--- src/rtl/gpc_pkg.sv ---
// Constants, drive-mode encoding and pin map for the GPIO port controller
package gpc_pkg;

  localparam int GPC_NUM_PORTS = 5;
  localparam int GPC_PORT_W = 8;
  localparam int GPC_NPIN = GPC_NUM_PORTS * GPC_PORT_W;
  localparam int GPC_DM_W = 3;
  localparam int GPC_EDGE_W = 2;

  // Bonded pins: 4 on port 0, 6 on port 1, 2 on port 2, 1 on port 3, 2 on port 4
  localparam logic [GPC_NPIN-1:0] GPC_IMPL_MASK = 40'h03_0103_3f0f;
  // Pins that carry a fixed-function peripheral signal
  localparam logic [GPC_NPIN-1:0] GPC_PERIPH_MASK = 40'h03_0103_0f0f;

  typedef enum logic [GPC_DM_W-1:0] {
    GPC_DM_OFF = 3'h0,
    GPC_DM_INPUT = 3'h1,
    GPC_DM_WU_SD = 3'h2,
    GPC_DM_SU_WD = 3'h3,
    GPC_DM_OD_LO = 3'h4,
    GPC_DM_OD_HI = 3'h5,
    GPC_DM_STRONG = 3'h6,
    GPC_DM_WU_WD = 3'h7
  } gpc_dm_t;

  localparam logic [GPC_DM_W-1:0] GPC_DM_RESET = 3'h0;

  // Interrupt edge select
  localparam logic [GPC_EDGE_W-1:0] GPC_EDGE_NONE = 2'h0;
  localparam logic [GPC_EDGE_W-1:0] GPC_EDGE_RISE = 2'h1;
  localparam logic [GPC_EDGE_W-1:0] GPC_EDGE_FALL = 2'h2;
  localparam logic [GPC_EDGE_W-1:0] GPC_EDGE_BOTH = 2'h3;

endpackage : gpc_pkg

--- src/rtl/gpc_gpio_port.sv ---
// GPIO port controller: five 8-bit ports with drive modes, hold, pin mux and port interrupts
//
// Function
// - Fifteen bonded pins are usable as plain I/O whenever their peripheral is not selected.
// - Pins are grouped in 8-bit ports and all control, output and pin-state bits are per pin.
// - Each pin offers eight drive modes from off through weak-up/weak-down.
// - Each pin selects a CMOS or LVTTL input threshold.
// - The output buffer enable acts separately from the drive mode; the input buffer enable is also gated off by drive mode off.
// - While hold is high every pin keeps its latched output and configuration.
// - Each pin selects a fast or reduced output slew rate.
// - During reset every pin buffer is forced off.
// - A per-pin mux picks GPIO data or the pin's fixed peripheral signal.
// - Output data is held per pin and pin state returns the sampled pin level.
// - A pin raises its interrupt condition only when its interrupt is enabled.
// - There is one interrupt request per port, five in all.
`timescale 1ns/1ps
`default_nettype none

module gpc_gpio_port
  import gpc_pkg::*;
#(
  parameter int NUM_PORTS = GPC_NUM_PORTS,
  parameter int PORT_W = GPC_PORT_W,
  parameter logic [GPC_NPIN-1:0] IMPL_MASK = GPC_IMPL_MASK,
  parameter logic [GPC_NPIN-1:0] PERIPH_MASK = GPC_PERIPH_MASK
) (
  input wire logic clk,
  input wire logic reset_n,
  input wire logic hold,
  input wire logic [GPC_NPIN-1:0] out_data,
  input wire logic [GPC_NPIN*GPC_DM_W-1:0] drive_mode,
  input wire logic [GPC_NPIN-1:0] thresh_lvttl,
  input wire logic [GPC_NPIN-1:0] in_buf_en,
  input wire logic [GPC_NPIN-1:0] out_buf_en,
  input wire logic [GPC_NPIN-1:0] slew_slow,
  input wire logic [GPC_NPIN-1:0] periph_sel,
  input wire logic [GPC_NPIN-1:0] periph_out,
  input wire logic [GPC_NPIN-1:0] int_en,
  input wire logic [GPC_NPIN*GPC_EDGE_W-1:0] int_edge,
  input wire logic [GPC_NPIN-1:0] int_clr,
  input wire logic [GPC_NPIN-1:0] pad_in,
  output logic [GPC_NPIN-1:0] pad_out,
  output logic [GPC_NPIN-1:0] pad_oe,
  output logic [GPC_NPIN-1:0] pad_pull_up,
  output logic [GPC_NPIN-1:0] pad_pull_down,
  output logic [GPC_NPIN-1:0] pad_in_en,
  output logic [GPC_NPIN-1:0] pad_lvttl,
  output logic [GPC_NPIN-1:0] pad_slow,
  output logic [GPC_NPIN-1:0] pin_state,
  output logic [GPC_NPIN-1:0] int_status,
  output logic [NUM_PORTS-1:0] port_irq
);

  localparam int NPIN = NUM_PORTS * PORT_W;

  logic [GPC_DM_W-1:0] dm_reg [NPIN];
  logic [NPIN-1:0] data_reg;
  logic [NPIN-1:0] ie_reg;
  logic [NPIN-1:0] oe_en_reg;
  logic [NPIN-1:0] thr_reg;
  logic [NPIN-1:0] slew_reg;
  logic [NPIN-1:0] pin_state_reg;
  logic [NPIN-1:0] pin_prev_reg;
  logic [NPIN-1:0] status_reg;
  logic [NPIN-1:0] status_next;
  logic [NPIN-1:0] enabled_status;
  logic [NUM_PORTS-1:0] irq_reg;
  logic [NUM_PORTS-1:0] port_any;

  genvar gi;
  generate
    for (gi = 0; gi < NPIN; gi++) begin : g_pin
      logic src_data;
      logic drv_oe;
      logic drv_val;
      logic pu;
      logic pd;
      logic dm_on;
      logic edge_hit;
      logic rise;
      logic fall;
      logic [GPC_EDGE_W-1:0] edge_sel;

      // Peripheral path exists only on its fixed pin
      assign src_data = (periph_sel[gi] && PERIPH_MASK[gi]) ? periph_out[gi] : out_data[gi];

      // Drive-mode latch, frozen while hold is high
      always_ff @(posedge clk) begin
        if (!reset_n) begin
          dm_reg[gi] <= GPC_DM_RESET;
        end else if (!hold && IMPL_MASK[gi]) begin
          dm_reg[gi] <= drive_mode[gi*GPC_DM_W +: GPC_DM_W];
        end
      end

      // Output data latch; hold keeps the last level through deep sleep
      always_ff @(posedge clk) begin
        if (!reset_n) begin
          data_reg[gi] <= 1'b0;
        end else if (!hold && IMPL_MASK[gi]) begin
          data_reg[gi] <= src_data;
        end
      end

      // Buffer enable latch
      always_ff @(posedge clk) begin
        if (!reset_n) begin
          ie_reg[gi] <= 1'b0;
          oe_en_reg[gi] <= 1'b0;
        end else if (!hold && IMPL_MASK[gi]) begin
          ie_reg[gi] <= in_buf_en[gi];
          oe_en_reg[gi] <= out_buf_en[gi];
        end
      end

      // Threshold and slew latch
      always_ff @(posedge clk) begin
        if (!reset_n) begin
          thr_reg[gi] <= 1'b0;
          slew_reg[gi] <= 1'b0;
        end else if (!hold && IMPL_MASK[gi]) begin
          thr_reg[gi] <= thresh_lvttl[gi];
          slew_reg[gi] <= slew_slow[gi];
        end
      end

      // Drive-mode decode into strong drive and weak pulls
      // Every mode spells out all five terms so no branch can leave a stale drive
      always_comb begin
        case (gpc_dm_t'(dm_reg[gi]))
          GPC_DM_OFF: begin
            drv_oe = 1'b0;
            drv_val = 1'b0;
            pu = 1'b0;
            pd = 1'b0;
            dm_on = 1'b0;
          end
          GPC_DM_INPUT: begin
            drv_oe = 1'b0;
            drv_val = 1'b0;
            pu = 1'b0;
            pd = 1'b0;
            dm_on = 1'b1;
          end
          GPC_DM_WU_SD: begin
            drv_oe = !data_reg[gi];
            drv_val = 1'b0;
            pu = data_reg[gi];
            pd = 1'b0;
            dm_on = 1'b1;
          end
          GPC_DM_SU_WD: begin
            drv_oe = data_reg[gi];
            drv_val = 1'b1;
            pu = 1'b0;
            pd = !data_reg[gi];
            dm_on = 1'b1;
          end
          GPC_DM_OD_LO: begin
            drv_oe = !data_reg[gi];
            drv_val = 1'b0;
            pu = 1'b0;
            pd = 1'b0;
            dm_on = 1'b1;
          end
          GPC_DM_OD_HI: begin
            drv_oe = data_reg[gi];
            drv_val = 1'b1;
            pu = 1'b0;
            pd = 1'b0;
            dm_on = 1'b1;
          end
          GPC_DM_STRONG: begin
            drv_oe = 1'b1;
            drv_val = data_reg[gi];
            pu = 1'b0;
            pd = 1'b0;
            dm_on = 1'b1;
          end
          GPC_DM_WU_WD: begin
            drv_oe = 1'b0;
            drv_val = 1'b0;
            pu = data_reg[gi];
            pd = !data_reg[gi];
            dm_on = 1'b1;
          end
          default: begin
            drv_oe = 1'b0;
            drv_val = 1'b0;
            pu = 1'b0;
            pd = 1'b0;
            dm_on = 1'b0;
          end
        endcase
      end

      // Pad drive; output buffer enable gates drive and pulls alike
      // Pulls follow the buffer so a disabled pin loads nothing on the board
      always_ff @(posedge clk) begin
        if (!reset_n) begin
          pad_out[gi] <= 1'b0;
          pad_oe[gi] <= 1'b0;
          pad_pull_up[gi] <= 1'b0;
          pad_pull_down[gi] <= 1'b0;
        end else begin
          pad_out[gi] <= drv_val && drv_oe && oe_en_reg[gi];
          pad_oe[gi] <= drv_oe && oe_en_reg[gi];
          pad_pull_up[gi] <= pu && oe_en_reg[gi];
          pad_pull_down[gi] <= pd && oe_en_reg[gi];
        end
      end

      // Input buffer and pad options
      always_ff @(posedge clk) begin
        if (!reset_n) begin
          pad_in_en[gi] <= 1'b0;
          pad_lvttl[gi] <= 1'b0;
          pad_slow[gi] <= 1'b0;
        end else begin
          pad_in_en[gi] <= ie_reg[gi] && dm_on;
          pad_lvttl[gi] <= thr_reg[gi];
          pad_slow[gi] <= slew_reg[gi];
        end
      end

      // Pin sampling; a disabled input buffer reads as zero
      always_ff @(posedge clk) begin
        if (!reset_n) begin
          pin_state_reg[gi] <= 1'b0;
        end else begin
          pin_state_reg[gi] <= pad_in[gi] && pad_in_en[gi] && IMPL_MASK[gi];
        end
      end

      // Previous sample for edge detection; resets to the idle low of a masked pin
      always_ff @(posedge clk) begin
        if (!reset_n) begin
          pin_prev_reg[gi] <= 1'b0;
        end else begin
          pin_prev_reg[gi] <= pin_state_reg[gi];
        end
      end

      assign edge_sel = int_edge[gi*GPC_EDGE_W +: GPC_EDGE_W];
      assign rise = pin_state_reg[gi] && !pin_prev_reg[gi];
      assign fall = !pin_state_reg[gi] && pin_prev_reg[gi];
      always_comb begin
        case (edge_sel)
          GPC_EDGE_NONE: begin
            edge_hit = 1'b0;
          end
          GPC_EDGE_RISE: begin
            edge_hit = rise;
          end
          GPC_EDGE_FALL: begin
            edge_hit = fall;
          end
          GPC_EDGE_BOTH: begin
            edge_hit = rise || fall;
          end
          default: begin
            edge_hit = 1'b0;
          end
        endcase
      end

      // Set beats clear so an edge landing on the clear is kept
      assign status_next[gi] = (edge_hit && int_en[gi]) || (status_reg[gi] && !int_clr[gi]);
      assign enabled_status[gi] = status_reg[gi] && int_en[gi];
    end
  endgenerate

  always_ff @(posedge clk) begin
    if (!reset_n) begin
      status_reg <= '0;
    end else begin
      status_reg <= status_next & IMPL_MASK;
    end
  end

  genvar gp;
  generate
    for (gp = 0; gp < NUM_PORTS; gp++) begin : g_port
      // Masking by enable lets software park a pending pin without losing it
      assign port_any[gp] = |enabled_status[gp*PORT_W +: PORT_W];

      always_ff @(posedge clk) begin
        if (!reset_n) begin
          irq_reg[gp] <= 1'b0;
        end else begin
          irq_reg[gp] <= port_any[gp];
        end
      end
    end
  endgenerate

  assign pin_state = pin_state_reg;
  assign int_status = status_reg;
  assign port_irq = irq_reg;

endmodule : gpc_gpio_port

`default_nettype wire

--- config.mk ---
export PLATFORM = sky130hd
export DESIGN_NAME = gpc_gpio_port
export DESIGN_NICKNAME = d
export VERILOG_FILES = /design/src/rtl/gpc_pkg.sv /design/src/rtl/gpc_gpio_port.sv
export SDC_FILE = /design/constraint.sdc
export NUM_CORES = 1
export LEC_CHECK = 0
export BUFFER_PORTS_ARGS = -buffer_cell sky130_fd_sc_hd__buf_4
export CORE_AREA = 3 3 372 374
export CTS_CLUSTER_DIAMETER = 80
export DETAILED_ROUTE_END_ITERATION = 8
export DIE_AREA = 0 0 375 377
export GPL_TIMING_DRIVEN = 0
export MAX_ROUTING_LAYER = met4
export PLACE_DENSITY = 0.38
export SYNTH_ARGS = -nofsm -noshare
export SYNTH_HDL_FRONTEND = slang
export SYNTH_SLANG_ARGS = --single-unit
--- constraint.sdc ---
create_clock -name clk -period 2.4 [get_ports clk]
set_input_delay 0.36 -clock clk [delete_from_list [all_inputs] [get_ports clk]]
set_output_delay 0.36 -clock clk [all_outputs]
set_load 0.05 [all_outputs]
# Word level (Yosys, flattened, before mapping)
# Memory sizes are Yosys's and may differ from the RTL's.
# Index checks and enable logic that the tools add are counted.
# op_classes
n_addsub,0
mul,0
n_div,0
n_lt_le_gt_ge,0
n_eq_ne,150
n_shift,0
muxes,122
bitwise,15
reduce_logical,465
# ops
operator,n
1-bit logical AND,205
"3-bit == test, second input constant",60
6-bit OR reduction,30
1-bit one-hot mux with 4 select lines,30
2-bit OR reduction,60
7-bit OR reduction,15
"3-bit by 2-bit == test with 1-bit output, second input constant",30
1-bit one-hot mux with 2 select lines,45
5-bit OR reduction,15
"2-bit == test, second input constant",30
1-bit logical NOT,60
"3-bit by 1-bit == test with 1-bit output, second input constant",15
3-bit logical NOT,15
3-bit 2-to-1 mux,15
1-bit one-hot mux with 3 select lines,15
3-bit OR reduction,15
8-bit OR reduction,5
"2-bit by 1-bit == test with 1-bit output, second input constant",15
2-bit logical NOT,15
1-bit logical OR,30
1-bit 2-to-1 mux,17
1-bit OR,15
# totals
reg_bits,255
latch_bits,0
ramBits,120
rom_bits,0
n_memories,1
# memory_table
memory,depth,width,read_ports,rd_clocked_by_memory_dff,write_ports,line_no,source
dm_reg,40,3,15,0,40,gpc_gpio_port.sv:56,logic [GPC_DM_W-1:0] dm_reg [NPIN];

# Depth between registers and ports, before layout
# depth
depth_word,6
mapped_depth,6
depth_no_buf,6

# Worst setup path before layout
# OpenSTA, ideal clock, no wires.
# synth_path
kind,input to register
startpoint,input hold
endpoint,"memory dm_reg[0][0], enable pin"
setup_time_ns,0.403
t_arrival_ns,1.818
required_time_ns,1.997
setup_slack_ns,0.179
cell_stages,4
path_buffers,3
path_cell_list,buf_2 -> buf_2 -> buf_2 -> nand2_1
# synth_lines
item,line_no,source
start: declaration,gpc_gpio_port.sv:29,"input wire logic hold,"
end: declaration,gpc_gpio_port.sv:56,

==> results.json <==
{
  "first_pass_iters": 5,
  "synth_edf_count": 45,
  "syn_to_final_growth_pct": 69.8,
  "place_area_mm2": 0.0181,
  "worstMarginPinSlew_ns": 1.17,
  "p_total_w": 0.0140,
  "stdcell_area_mm2": 0.0209,
  "period_minus_slack_ns": 2.28,
  "outcome": "finished clean",
  "hp-class": "input pin to register",
  "htreeDepth": 2,
  "ys_async_sr_fraction": 0,
  "fin_tns_setup_ns": 0,
  "routed_wl_mm": 63.7,
  "post_cts_buffers": 0,
  "synth_seq_cells": 275,
  "ant_nets": 0,
  "grt-ovfl-total": 0,
  "io_buffers": 362,
  "antenna_found_initial": 29,
  "yosys_warnings": 0,
  "nFillCells": 15200,
  "syn_area_per_cell_um2": 9.94,
  "fmax_ghz": 0.439,
  "pin_count": 968,
  "cts_made_buffers": 43,
  "end_kind": "register",
  "postSynthCellCount": 1239,
  "vias": 10500,
  "post-place-ws_ns": -0.887,
  "yosysSeqAreaShare": 0.483,
  "powerDensity_mw_per_mm2": 670,
  "path_cells": "buf_2, buf_2, buf_2, nand2_8",
  "yosys.area.top_type": "dfxtp_1",
  "core_mm2": 0.135,
  "track_usage": 0.0896,
  "fin_nets": 2638,
  "peakVddDrop_uv": 370,
  "hold_viol": 0,
  "start_util": 0.0911,
  "slew_viol_final": 0,
  "finalSetupViolations": 0,
  "route.detailed.drc": 0,
  "clk_pin_slew_ns": 0.06,
  "post-route-period-util": 0.949,
  "drive_gt1_frac": 0.346,
  "die_w_um": 375,
  "fin_worst_skew_ns": 0.0154,
  "largest_reg_flops": 45,
  "gp_congestion": 0.740,
  "vias_per_cell": 2.73,
  "critPathRequiredTime_ns": 2.59,
  "crit_type": "input pin to register",
  "cp_num_buf_inv": 3,
  "grt_pass1_wl_mm": 84.6,
  "synth_top_cell_area_share": 0.374,
  "first_global_vias": 10300,
  "mostFrequentLayoutCells": "buf_4, dfxtp_1, conb_1",
  "cts.path.max_buffers": 3,
  "cap_violations": 0,
  "drt-initial-drc-count": 423,
  "synth.distinct_cells": 47,
  "syn_area_mm2": 0.0123,
  "rows": 135,
  "rsz0062_at_grt": "false",
  "fp.dieArea_mm2": 0.141,
  "cts_tree": "yes",
  "chipHeight_um": 377,
  "timing.final.ws_setup_ns": 0.123,
  "layout_commonest_cell": "buf_4",
  "postLayoutCoreUtil": 0.155,
  "cp_max_fo": 45,
  "arrival_ns": 2.47,
  "leakagePower_nw": 9.39,
  "critPathMaxStageDelay_ns": 0.68,
  "routedWlPerCell_um": 16.6,
  "hpwl_mm": 49.9,
  "cts-root-buf": "clkbuf_16",
  "grt_max_degree": 46,
  "ys.flop_type": "dfxtp_1",
  "clk_latency_ns": 0.59,
  "cts.sinks": 275,
  "timing.critical_path.max_delay_family": "buffers and inverters",
  "crit_top_cell": "buf_2",
  "ys_top_cells_by_area": "dfxtp_1, buf_4, edfxtp_1, mux2i_1, nor2_1",
  "maxSlewHeadroom": 0.216,
  "cp-start-kind": "input pin",
  "critPathSlowestCell": "buf_2"
}
-- power breakdown --
group | internal, W | total [W] | switching, W
registers | 0.00488 | 0.00510 | 0.000215
clock network | 0.00383 | 0.00641 | 0.00258
logic | 0.000917 | 0.00252 | 0.00160
total | 0.00963 | 0.0140 | 0.00439
-- area by class of cell --
class	instances	area, um^2	area share
inverters	63	236	0.0113
well taps	1781	2230	0.106
clock inverters	18	169	0.00807
plain buffers	266	1910	0.0911
repair buffers	493	4030	0.193
multi-input cells	859	5080	0.243
diodes	21	52.6	0.00251
flip-flops and latches	275	5960	0.285
clock buffers	60	1260	0.0604
-- what timing repair did --
item,in CTS,in global routing
resized for setup,1,0
hold buffers,131,0
endpoints found under the hold margin,123,0
setup endpoints to repair,45,0
-- cell families (layout without fill, tap and decap cells) --
| family | count (synthesis) | count (layout) | synth area share |
|---|---|---|---|
| DFF | 275 | 275 | 0.483 |
| and+or+nand+nor | 386 | 386 | 0.159 |
| buffers and inverters | 329 | 900 | 0.174 |
| AOI/OAI and AO/OA | 101 | 101 | 0.0593 |
| adders and majority gates | 35 | 35 | 0.0353 |
| other | 1 | 246 | 0.000304 |
| xor gates and xnor gates | 26 | 26 | 0.0191 |
| muxes | 86 | 86 | 0.0700 |
-- synthesized netlist by cell type (15+ instances only) --
master	instances
nand4b_1	15
dfxtp_1	230
and2_1	78
a21oi_1	26
nand3_1	35
buf_4	228
nor3_1	19
ha_1	34
nor2_1	134
mux2i_1	85
nand2_1	45
a31oi_1	17
and3_1	22
xor2_1	15
edfxtp_1	45
inv_1	61
nand2b_1	18
buf_2	30
-- path summary, 6_finish.rpt --
kind / end / start / depth (start not counted) / slack [ns]
min: dm_reg[0][0] / drive_mode[0] / 2 / 0.05
max: dm_reg[1][2] / hold / 4 / 0.12
min reg2reg: pad_slow[11] / slew_reg[11] / 1 / 0.45
max reg2reg: pad_oe[24] / dm_reg[3][1] / 6 / 0.58
-- stage by stage --
stage	std cells	hold slack, ns
after floorplan	1463	0.426
after global placement	3606	0.437
after detailed placement	3606	0.438
after CTS	3815	0.00128
after global routing	3833	0.0110
final	3836	0.0550
-- per-layer routing --
| metal | track usage | part of all wire | wire (um) | vias up |
|---|---|---|---|---|
| li1 | - | - | - | 5255 |
| met1 | 0.121 | 0.48 | 30600 | 4706 |
| met2 | 0.125 | 0.40 | 25800 | 447 |
| met3 | 0.0339 | 0.097 | 6200 | 73 |
| met4 | 0.0205 | 0.017 | 1090 | 0 |
| met5 | - | 0 | 0 | - |
(Power assumes the default switching activity.)
